**src/hdl/nand_port_pkg.sv**
```systemverilog
/*
 * shared constants and carriers for the flash target pin port.
 * assumes one system clock that oversamples every host pin.
 */
package nand_port_pkg;
    // -------------------------------------------------------------
    // widths and sizes
    // -------------------------------------------------------------
    localparam int DQ_W       = 8;
    localparam int LUN_COUNT  = 2;
    localparam int ARRAY_OP_CYCLES = 64;  // length of a modelled array operation
    localparam logic [7:0] DQ_RESET = 8'h00;
    localparam logic [7:0] CMD_PROGRAM_CONFIRM = 8'h10;
    localparam logic [7:0] CMD_ERASE_CONFIRM   = 8'hD0;
    localparam logic [7:0] CMD_READ_CONFIRM    = 8'h30;

    // host control lines as seen after synchronising
    typedef struct packed {
        logic ce_n;
        logic cle;
        logic ale;
        logic we_n_clk;   // write strobe, or clock in synchronous mode
        logic re_n_wr_n;  // read strobe, or direction select in synchronous mode
        logic wp_n;
    } host_ctl_type;

    // one byte latched from the bus
    typedef struct packed {
        logic       valid;
        logic [7:0] data;
    } bus_byte_type;
endpackage : nand_port_pkg

```
**src/hdl/nand_dual_mode_port.sv**
```systemverilog
/*
 * pin-level host port of a multi-die flash target: asynchronous strobe
 * mode and synchronous clocked mode, latching command, address and data.
 * assumes host pins are asynchronous to clk_sys and a pull-up on the
 * ready/busy line outside; array behaviour is reduced to a busy timer.
 * a strobe level must stand three clk_sys cycles to be seen; the pads
 * are resolved outside, this block only gives data and output enables.
 */
// Functional notes
// RL1: commands, addresses and data share one eight-bit two-way bus.
// RL2: async mode uses chip enable, cle, ale, write and read strobes.
// RL3: in sync mode write strobe is clock, read strobe is direction.
// RL4: sync data is referenced to dqs, driven by the sending party.
// RL5: with ale high the bus byte goes to the address register.
// RL6: with cle high the bus byte goes to the command register.
// RL7: chip enable low enables the dies of this target.
// RL8: each read strobe pulse presents the next data byte.
// RL9: in sync mode the direction level chooses who drives dq and dqs.
// RL10: write strobe moves command, address and write data inward.
// RL11: in sync mode command and address latch on host clock.
// RL12: write protect low blocks program and erase.
// RL13: ready/busy is open drain, pulled low while any die is busy.
// RL14: each die runs commands and keeps status independently.
// RL15: a target is the set of dies behind one chip enable.
// RL16: dqs stays undriven while the async interface is active.
// RL17: host waits for ready/busy high before a new array operation.
`timescale 1ns/100ps
module nand_dual_mode_port
    import nand_port_pkg::*;
#(
    parameter int OP_CYCLES = ARRAY_OP_CYCLES
) (
    input  wire logic            clk_sys,
    input  wire logic            reset_n,
    input  wire logic            sync_mode,
    input  wire logic            ce_n,
    input  wire logic            cle,
    input  wire logic            ale,
    input  wire logic            we_n_clk,
    input  wire logic            re_n_wr_n,
    input  wire logic            wp_n,
    input  wire logic [DQ_W-1:0] dq_in,
    output logic      [DQ_W-1:0] dq_out,
    output logic                 dq_oe,
    input  wire logic            dqs_in,
    output logic                 dqs_out,
    output logic                 dqs_oe,
    output logic                 rb_n_oe,
    output logic      [7:0]      cmd_r,
    output logic      [7:0]      addr_r,
    output logic      [7:0]      wdata_r,
    output logic                 wdata_valid_r,
    input  wire logic [7:0]      rd_data,
    output logic                 rd_next_r
);
    // -------------------------------------------------------------
    // input synchronisers
    // -------------------------------------------------------------
    host_ctl_type     ctl_s1_r, ctl_s2_r, ctl_d_r;
    logic [DQ_W-1:0]  dq_s1_r, dq_s2_r;
    logic             mode_s1_r, mode_s2_r, dqs_s1_r, dqs_s2_r, dqs_d_r;
    host_ctl_type     ctl_raw;

    assign ctl_raw = '{ce_n, cle, ale, we_n_clk, re_n_wr_n, wp_n};

    // reset values match idle pins so no false strobe edge follows reset
    // stage two and the delayed copy feed edge detection, never stage one
    always_ff @(posedge clk_sys) begin
        if (!reset_n) begin
            ctl_s1_r  <= '{1'b1, 1'b0, 1'b0, 1'b1, 1'b1, 1'b0};
            ctl_s2_r  <= '{1'b1, 1'b0, 1'b0, 1'b1, 1'b1, 1'b0};
            ctl_d_r   <= '{1'b1, 1'b0, 1'b0, 1'b1, 1'b1, 1'b0};
            dq_s1_r   <= DQ_RESET;
            dq_s2_r   <= DQ_RESET;
            mode_s1_r <= 1'b0;
            mode_s2_r <= 1'b0;
            dqs_s1_r  <= 1'b0;
            dqs_s2_r  <= 1'b0;
            dqs_d_r   <= 1'b0;
        end else begin
            ctl_s1_r  <= ctl_raw;
            ctl_s2_r  <= ctl_s1_r;
            ctl_d_r   <= ctl_s2_r;
            dq_s1_r   <= dq_in;
            dq_s2_r   <= dq_s1_r;
            mode_s1_r <= sync_mode;
            mode_s2_r <= mode_s1_r;
            dqs_s1_r  <= dqs_in;
            dqs_s2_r  <= dqs_s1_r;
            dqs_d_r   <= dqs_s2_r;
        end
    end

    // -------------------------------------------------------------
    // strobe decode
    // -------------------------------------------------------------
    // limitation: a level shorter than three clocks may lose its edge
    // dqs edges of either polarity carry a byte, as double data rate asks
    logic sel;         // target selected by chip enable
    logic we_rise;     // write strobe or host clock rose
    logic re_fall;     // read strobe fell
    logic clk_rise;    // host clock rose, synchronous mode
    logic dqs_edge;    // host data strobe changed level
    logic in_strobe;   // a byte on the bus is to be taken
    assign sel      = !ctl_s2_r.ce_n;                                  // see RL7 RL15
    assign we_rise  = ctl_s2_r.we_n_clk && !ctl_d_r.we_n_clk;          // see RL10
    assign re_fall  = !ctl_s2_r.re_n_wr_n && ctl_d_r.re_n_wr_n;        // see RL8
    assign clk_rise = we_rise;                                         // see RL3 RL11
    assign dqs_edge = dqs_s2_r != dqs_d_r;                             // see RL4
    // async bytes on write strobe rise; sync cmd/addr on clock, data on dqs
    assign in_strobe = mode_s2_r ? ((ctl_s2_r.cle || ctl_s2_r.ale) ? clk_rise
                                    : (dqs_edge && ctl_s2_r.re_n_wr_n))
                                 : we_rise;                            // see RL2 RL9

    // -------------------------------------------------------------
    // latch state and per-die busy timers
    // -------------------------------------------------------------
    logic [7:0]  cmd_nxt, addr_nxt, wdata_nxt;
    logic        wdata_valid_nxt, rd_next_nxt;
    logic [31:0] busy_cnt_r [LUN_COUNT];
    logic [31:0] busy_cnt_nxt [LUN_COUNT];
    logic        lun_sel_r, lun_sel_nxt;
    logic        any_busy;

    // program and erase need write protect released; a page read never does
    function automatic logic starts_array_op(input logic [7:0] code,
                                             input logic       wp_released);
        logic is_write_op;
        is_write_op = (code == CMD_PROGRAM_CONFIRM) || (code == CMD_ERASE_CONFIRM);
        return (is_write_op && wp_released) || (code == CMD_READ_CONFIRM);  // see RL12
    endfunction

    // next values of the latches and of the per-die busy timers
    // a confirm in the same cycle as the count wins, so a new operation restarts
    always_comb begin
        cmd_nxt         = cmd_r;
        addr_nxt        = addr_r;
        wdata_nxt       = wdata_r;
        wdata_valid_nxt = 1'b0;
        rd_next_nxt     = 1'b0;
        lun_sel_nxt     = lun_sel_r;
        any_busy        = 1'b0;
        // each die counts its own operation down, apart from the others
        for (int i = 0; i < LUN_COUNT; i++) begin
            busy_cnt_nxt[i] = (busy_cnt_r[i] != 32'h0) ? busy_cnt_r[i] - 32'h1
                                                       : busy_cnt_r[i];   // see RL14
            any_busy = any_busy || (busy_cnt_r[i] != 32'h0);
        end
        if (sel && in_strobe) begin                                    // see RL1
            if (ctl_s2_r.cle) begin
                cmd_nxt = dq_s2_r;                                     // see RL6
                if (starts_array_op(dq_s2_r, ctl_s2_r.wp_n))           // see RL12
                    busy_cnt_nxt[lun_sel_r] = 32'(OP_CYCLES);
            end else if (ctl_s2_r.ale) begin
                addr_nxt    = dq_s2_r;                                 // see RL5
                // two dies: the top address bit picks which timer a confirm starts
                lun_sel_nxt = dq_s2_r[DQ_W-1];
            end else begin
                wdata_nxt       = dq_s2_r;
                wdata_valid_nxt = 1'b1;
            end
        end
        // async read strobe fall, or sync read edge, asks for next byte
        if (sel && !ctl_s2_r.cle && !ctl_s2_r.ale &&
            (mode_s2_r ? (!ctl_s2_r.re_n_wr_n && clk_rise) : re_fall))
            rd_next_nxt = 1'b1;                                        // see RL8
    end

    // register the latch state; reset clears every die's timer
    always_ff @(posedge clk_sys) begin
        if (!reset_n) begin
            cmd_r         <= DQ_RESET;
            addr_r        <= DQ_RESET;
            wdata_r       <= DQ_RESET;
            wdata_valid_r <= 1'b0;
            rd_next_r     <= 1'b0;
            lun_sel_r     <= 1'b0;
            for (int i = 0; i < LUN_COUNT; i++) busy_cnt_r[i] <= 32'h0;
        end else begin
            cmd_r         <= cmd_nxt;
            addr_r        <= addr_nxt;
            wdata_r       <= wdata_nxt;
            wdata_valid_r <= wdata_valid_nxt;
            rd_next_r     <= rd_next_nxt;
            lun_sel_r     <= lun_sel_nxt;
            for (int i = 0; i < LUN_COUNT; i++) busy_cnt_r[i] <= busy_cnt_nxt[i];
        end
    end

    // -------------------------------------------------------------
    // pin drivers
    // -------------------------------------------------------------
    logic       dq_oe_nxt, dqs_oe_nxt, dqs_out_nxt, rb_n_oe_nxt;
    logic [7:0] dq_out_nxt;

    // device drives dq and dqs only when selected and the host asks for a read
    // limitation: rd_data is taken every cycle, so the core holds it while driven
    always_comb begin
        // read strobe low (async) and direction low (sync) both hand the bus over
        dq_oe_nxt   = sel && !ctl_s2_r.re_n_wr_n;                      // see RL8 RL9
        dq_out_nxt  = rd_data;
        dqs_oe_nxt  = sel && mode_s2_r && !ctl_s2_r.re_n_wr_n;         // see RL4 RL16
        dqs_out_nxt = dqs_out ^ (dqs_oe_nxt && clk_rise);
        // ready/busy is shared by the target, so any busy die pulls it low
        rb_n_oe_nxt = any_busy;                                        // see RL13
    end

    // pins leave from flip-flops so no decode glitch reaches the pads
    always_ff @(posedge clk_sys) begin
        if (!reset_n) begin
            dq_out  <= DQ_RESET;
            dq_oe   <= 1'b0;
            dqs_out <= 1'b0;
            dqs_oe  <= 1'b0;
            rb_n_oe <= 1'b0;
        end else begin
            dq_out  <= dq_out_nxt;
            dq_oe   <= dq_oe_nxt;
            dqs_out <= dqs_out_nxt;
            dqs_oe  <= dqs_oe_nxt;
            rb_n_oe <= rb_n_oe_nxt;
        end
    end
endmodule // nand_dual_mode_port

```
**config.mk**
```make
export PLATFORM = sky130hd
export DESIGN_NAME = nand_dual_mode_port
export DESIGN_NICKNAME = d
export VERILOG_FILES = /design/src/hdl/nand_port_pkg.sv /design/src/hdl/nand_dual_mode_port.sv
export SDC_FILE = /design/constraint.sdc
export NUM_CORES = 1
export LEC_CHECK = 0
export BUFFER_PORTS_ARGS = -buffer_cell sky130_fd_sc_hd__buf_4
export CAP_MARGIN = 30
export CORE_UTILIZATION = 51
export DETAILED_ROUTE_END_ITERATION = 8
export PLACE_DENSITY = 0.68
export SETUP_SLACK_MARGIN = 0.5
export SYNTH_ARGS = -nofsm -noshare
export SYNTH_HDL_FRONTEND = slang
export SYNTH_SLANG_ARGS = --single-unit
```
**constraint.sdc**
```tcl
create_clock -name clk_sys -period 3.7 [get_ports clk_sys]
set_clock_uncertainty 0.15 [all_clocks]
set_input_delay 0.925 -clock clk_sys [delete_from_list [all_inputs] [get_ports clk_sys]]
set_output_delay 0.925 -clock clk_sys [all_outputs]
set_load 0.05 [all_outputs]
```
==> results.md <==
- Number of synthesized flops with an enable pin: 0
- Peak VDD IR: 0.000461 V
- Hold-fix buffers, CTS: 0
- Clock power share: 28.0%
- Initial Utilization: 52.9%
- Kind of critical path: reg2reg
- H-tree levels: 4
- CTS max path bufs: 2
- CP most frequent cell: or4_1
- Synth Area in XOR/XNOR: 2.22%
- Die X: 106 um
- Setup Fix Bufs, Post-CTS: 0
- Port buffer count: 63
- Sequential power share: 33.5%
- Clock Sinks: 137
- Mux cell area share after synthesis: 3.09%
- Post-synthesis adder-cell area fraction: 0.681%
- Slew Limit Fails: 0
- Synth top area share: 49.7%
- Delay-heaviest family, CP: simple AND/OR/NAND/NOR gates
- Slew headroom: 38.8%
- Cell taking the most area after synthesis: dfxtp_1
- Initial DRC count: 170
- Simple-gate share of the synthesized area: 26.9%
- Total power: 0.00587 W
- Worst-Margin Slew: 0.917 ns
- # DRC: 0
- Startpoint Class: flop
- Area Growth Syn to Fin: 21.0%
- Fin crit period: 2.70 ns
- Initial antenna violation count: 0
- CP cell instances: or4_1 -> or3_1 -> o31ai_4 -> or4_1 -> a21oi_1
- Synthesized Nets: 623
- Num CTS Buffers: 17
- Critical Path Fanout Max: 15
- Clock slew at reported path FFs: 0.07 ns
- Async SR Flop Fraction: 0%
- R2r endpoint: busy_cnt_r[0][51]$_SDFF_PN0_
- Share of cells above drive strength 1: 17.8%
- Final setup violation count: 0
- Net Switching: 0.00237 W
- GR Util All Layers: 22.2%
- CP max-delay cell: or4_1
- Drt via density: 5.55
- CTS tree: done
- First-pass GRT wire length: 19700 um
- Fin Setup TNS: 0 ns
- Syn Std Cell Area: 0.00552 mm^2
- Netlist cell types: 52
- Overflow after GRT: 0
- Fmax: 370 MHz
- Worst Hold Depth: 1
- Drt wl/cell: 14.2 um
- Status: complete, no violations
- Synth Area per Inst: 9.29 um^2
- Synth warn: 0
- Total wire length: 11400 um
- Final worst path period share: 73.0%
- Antenna viol nets, final: 0
- Root Buffer: clkbuf_8
- Top cells by count, synth: dfxtp_1 (137), a21oi_1 (49), nor2_1 (45)
- Placer Congestion: 0.812
- Clk Latency, worst-skew pair: 0.53 ns
- Internal: 0.00350 W
- Min-Delay Path Class: reg2reg
- Ports: 64
- Largest net degree at the start of global routing: 46
- Comb pwr share: 38.5%
- Pleak: 2.79 nW
- Cells after synthesis: 594
- Die area: 0.0112 mm^2
- Prevailing post-synth register cell: dfxtp_1
- Synth area leaders: dfxtp_1 (50%), and2_1 (4.5%), a21oi_1 (4.4%)
- Layout net count: 684
- Power Density: 880 mW/mm^2
- Arrival time worst endpoint: 2.93 ns
- Largest family of logic cells by synthesized area: simple AND/OR/NAND/NOR gates
- Crit path capture type: flop
- HPWL Detailed: 7700 um
- DR pass1 iterations: 4
- Site Rows: 37
- Data required, critical path: 3.93 ns
- Hold Path End: ctl_s2_r[2]$_SDFF_PN1_
- Sequential share of the synthesized area: 49.7%
- Core Box Area: 0.0104 mm^2
- Switching part of the total: 40.4%
- FF-to-FF Start: busy_cnt_r[0][35]$_SDFF_PN0_
- RSZ-0062 raised after global routing: false
- Hold path start: ctl_s1_r[2]$_SDFF_PN1_
- FF-to-FF path depth: 5
- Final hold violation count: 0
- Die Y: 106 um
- #FFs+latches synth: 137
- Complex-gate fraction of the synthesized area: 14.5%
- Post-CTS sizing: 0
- Worst path max stage delay: 0.63 ns
- Max cap viols: 0
- CP Buf/Inv Count: 0
- Antenna cell count: 0
- Internal reg-to-reg setup slack: 1.0 ns
- Vias in the first global route: 4269
- Via count: 4465
- Count leader, synth: dfxtp_1
power groups by stage:
| stage | registers, W | logic (W) | clock network (W) |
|---|---|---|---|
| 3_3_place_gp | 0.00198 | 0.00216 | 0 |
| 6_report | 0.00197 | 0.00226 | 0.00164 |
| 3_5_place_dp | 0.00200 | 0.00224 | 0 |
| 2_1_floorplan | 0.00196 | 0.00182 | 0 |
| 5_1_grt | 0.00201 | 0.00257 | 0.00174 |
| 4_1_cts | 0.00197 | 0.00226 | 0.00167 |
worst reg2reg max path, stage by stage (launching register included):
cell and delay [ns]:
dfxtp_1 0.34, or4_1 0.63, or3_1 0.57, o31ai_4 0.61, or4_1 0.19, a21oi_1 0.06
through the flow:
stage / setup WS, ns / util (%) / instances / cell area (um^2) / hold slack [ns]
after floorplan: 1.32 / - / 594 / 5520 / 0.236
after global placement: 1.06 / 58.5 / 772 / 6090 / 0.240
after detailed placement: 1.03 / 58.5 / 772 / 6090 / 0.242
after CTS: 1.01 / 64.1 / 804 / 6670 / 0.258
after global routing: 0.753 / 64.1 / 804 / 6670 / 0.283
final: 1.00 / 64.1 / 804 / 6670 / 0.257
final cells by class:
cell class | instances | area, um^2
multi-input cells | 421 | 2620
repair buffers | 71 | 533
clock inverters | 14 | 154
clock buffers | 18 | 428
fillers | 910 | 3740
inverters | 7 | 26.3
well taps | 136 | 170
flip-flops and latches | 137 | 2740
worst max-delay path by stage:
stage	startpoint	end	slack [ns]	depth (start not counted)
floorplan	reset_n	busy_cnt_r[0][59]$_SDFF_PN0_	1.32	6
global placement	busy_cnt_r[0][35]$_SDFF_PN0_	busy_cnt_r[0][51]$_SDFF_PN0_	1.06	5
detailed placement	busy_cnt_r[0][35]$_SDFF_PN0_	busy_cnt_r[0][41]$_SDFF_PN0_	1.03	5
CTS	busy_cnt_r[0][35]$_SDFF_PN0_	busy_cnt_r[0][41]$_SDFF_PN0_	1.01	5
global route	busy_cnt_r[0][4]$_SDFF_PN0_	busy_cnt_r[0][21]$_SDFF_PN0_	0.75	5
finish	busy_cnt_r[0][35]$_SDFF_PN0_	busy_cnt_r[0][51]$_SDFF_PN0_	1.0	5
registers in the layout, indices dropped and copies added (netlist names), 6 cells and up:
register and flops:
dq_s1_r 8, cmd_r 8, dq_out 8, busy_cnt_r 64, dq_s2_r 8, ctl_s1_r 6, ctl_s2_r 6, addr_r 8
wdata_r 8
cell usage in the layout (no fill, tap or decap), drive strengths merged, types with 2 or more instances in the layout:
cell	count
a211o	4
a211oi	3
a21oi	49
a31oi	2
and2	40
and3	5
and4	2
buf	71
clkbuf	18
clkinv	3
clkinvlp	2
dfxtp	137
ha	3
inv	15
mux2i	17
nand2	34
nand2b	16
nand3	7
nand3b	4
nand4	5
nand4b	2
nor2	45
nor2b	3
nor3	13
nor4	13
o211ai	8
o21a	3
o21ai	30
o31ai	17
o41ai	4
or2	9
or3	36
or4	22
xnor2	6
xor2	8
metal layers:
| metal | vias up | GRT usage [%] | part of all wire (%) |
|---|---|---|---|
| li1 | 2268 | - | - |
| met1 | 2083 | 27.9 | 46 |
| met2 | 100 | 36.2 | 48 |
| met3 | 14 | 6.87 | 4.6 |
| met4 | 0 | 7.24 | 1.3 |
| met5 | - | 0 | 0 |
logic make-up after synthesis:
family	Yosys count
compound gates	127
xor+xnor	14
fa+ha+maj	3
buf+inv	36
flops	137
mux	17
simple gates	260
Power figures use the tool's default switching activity.
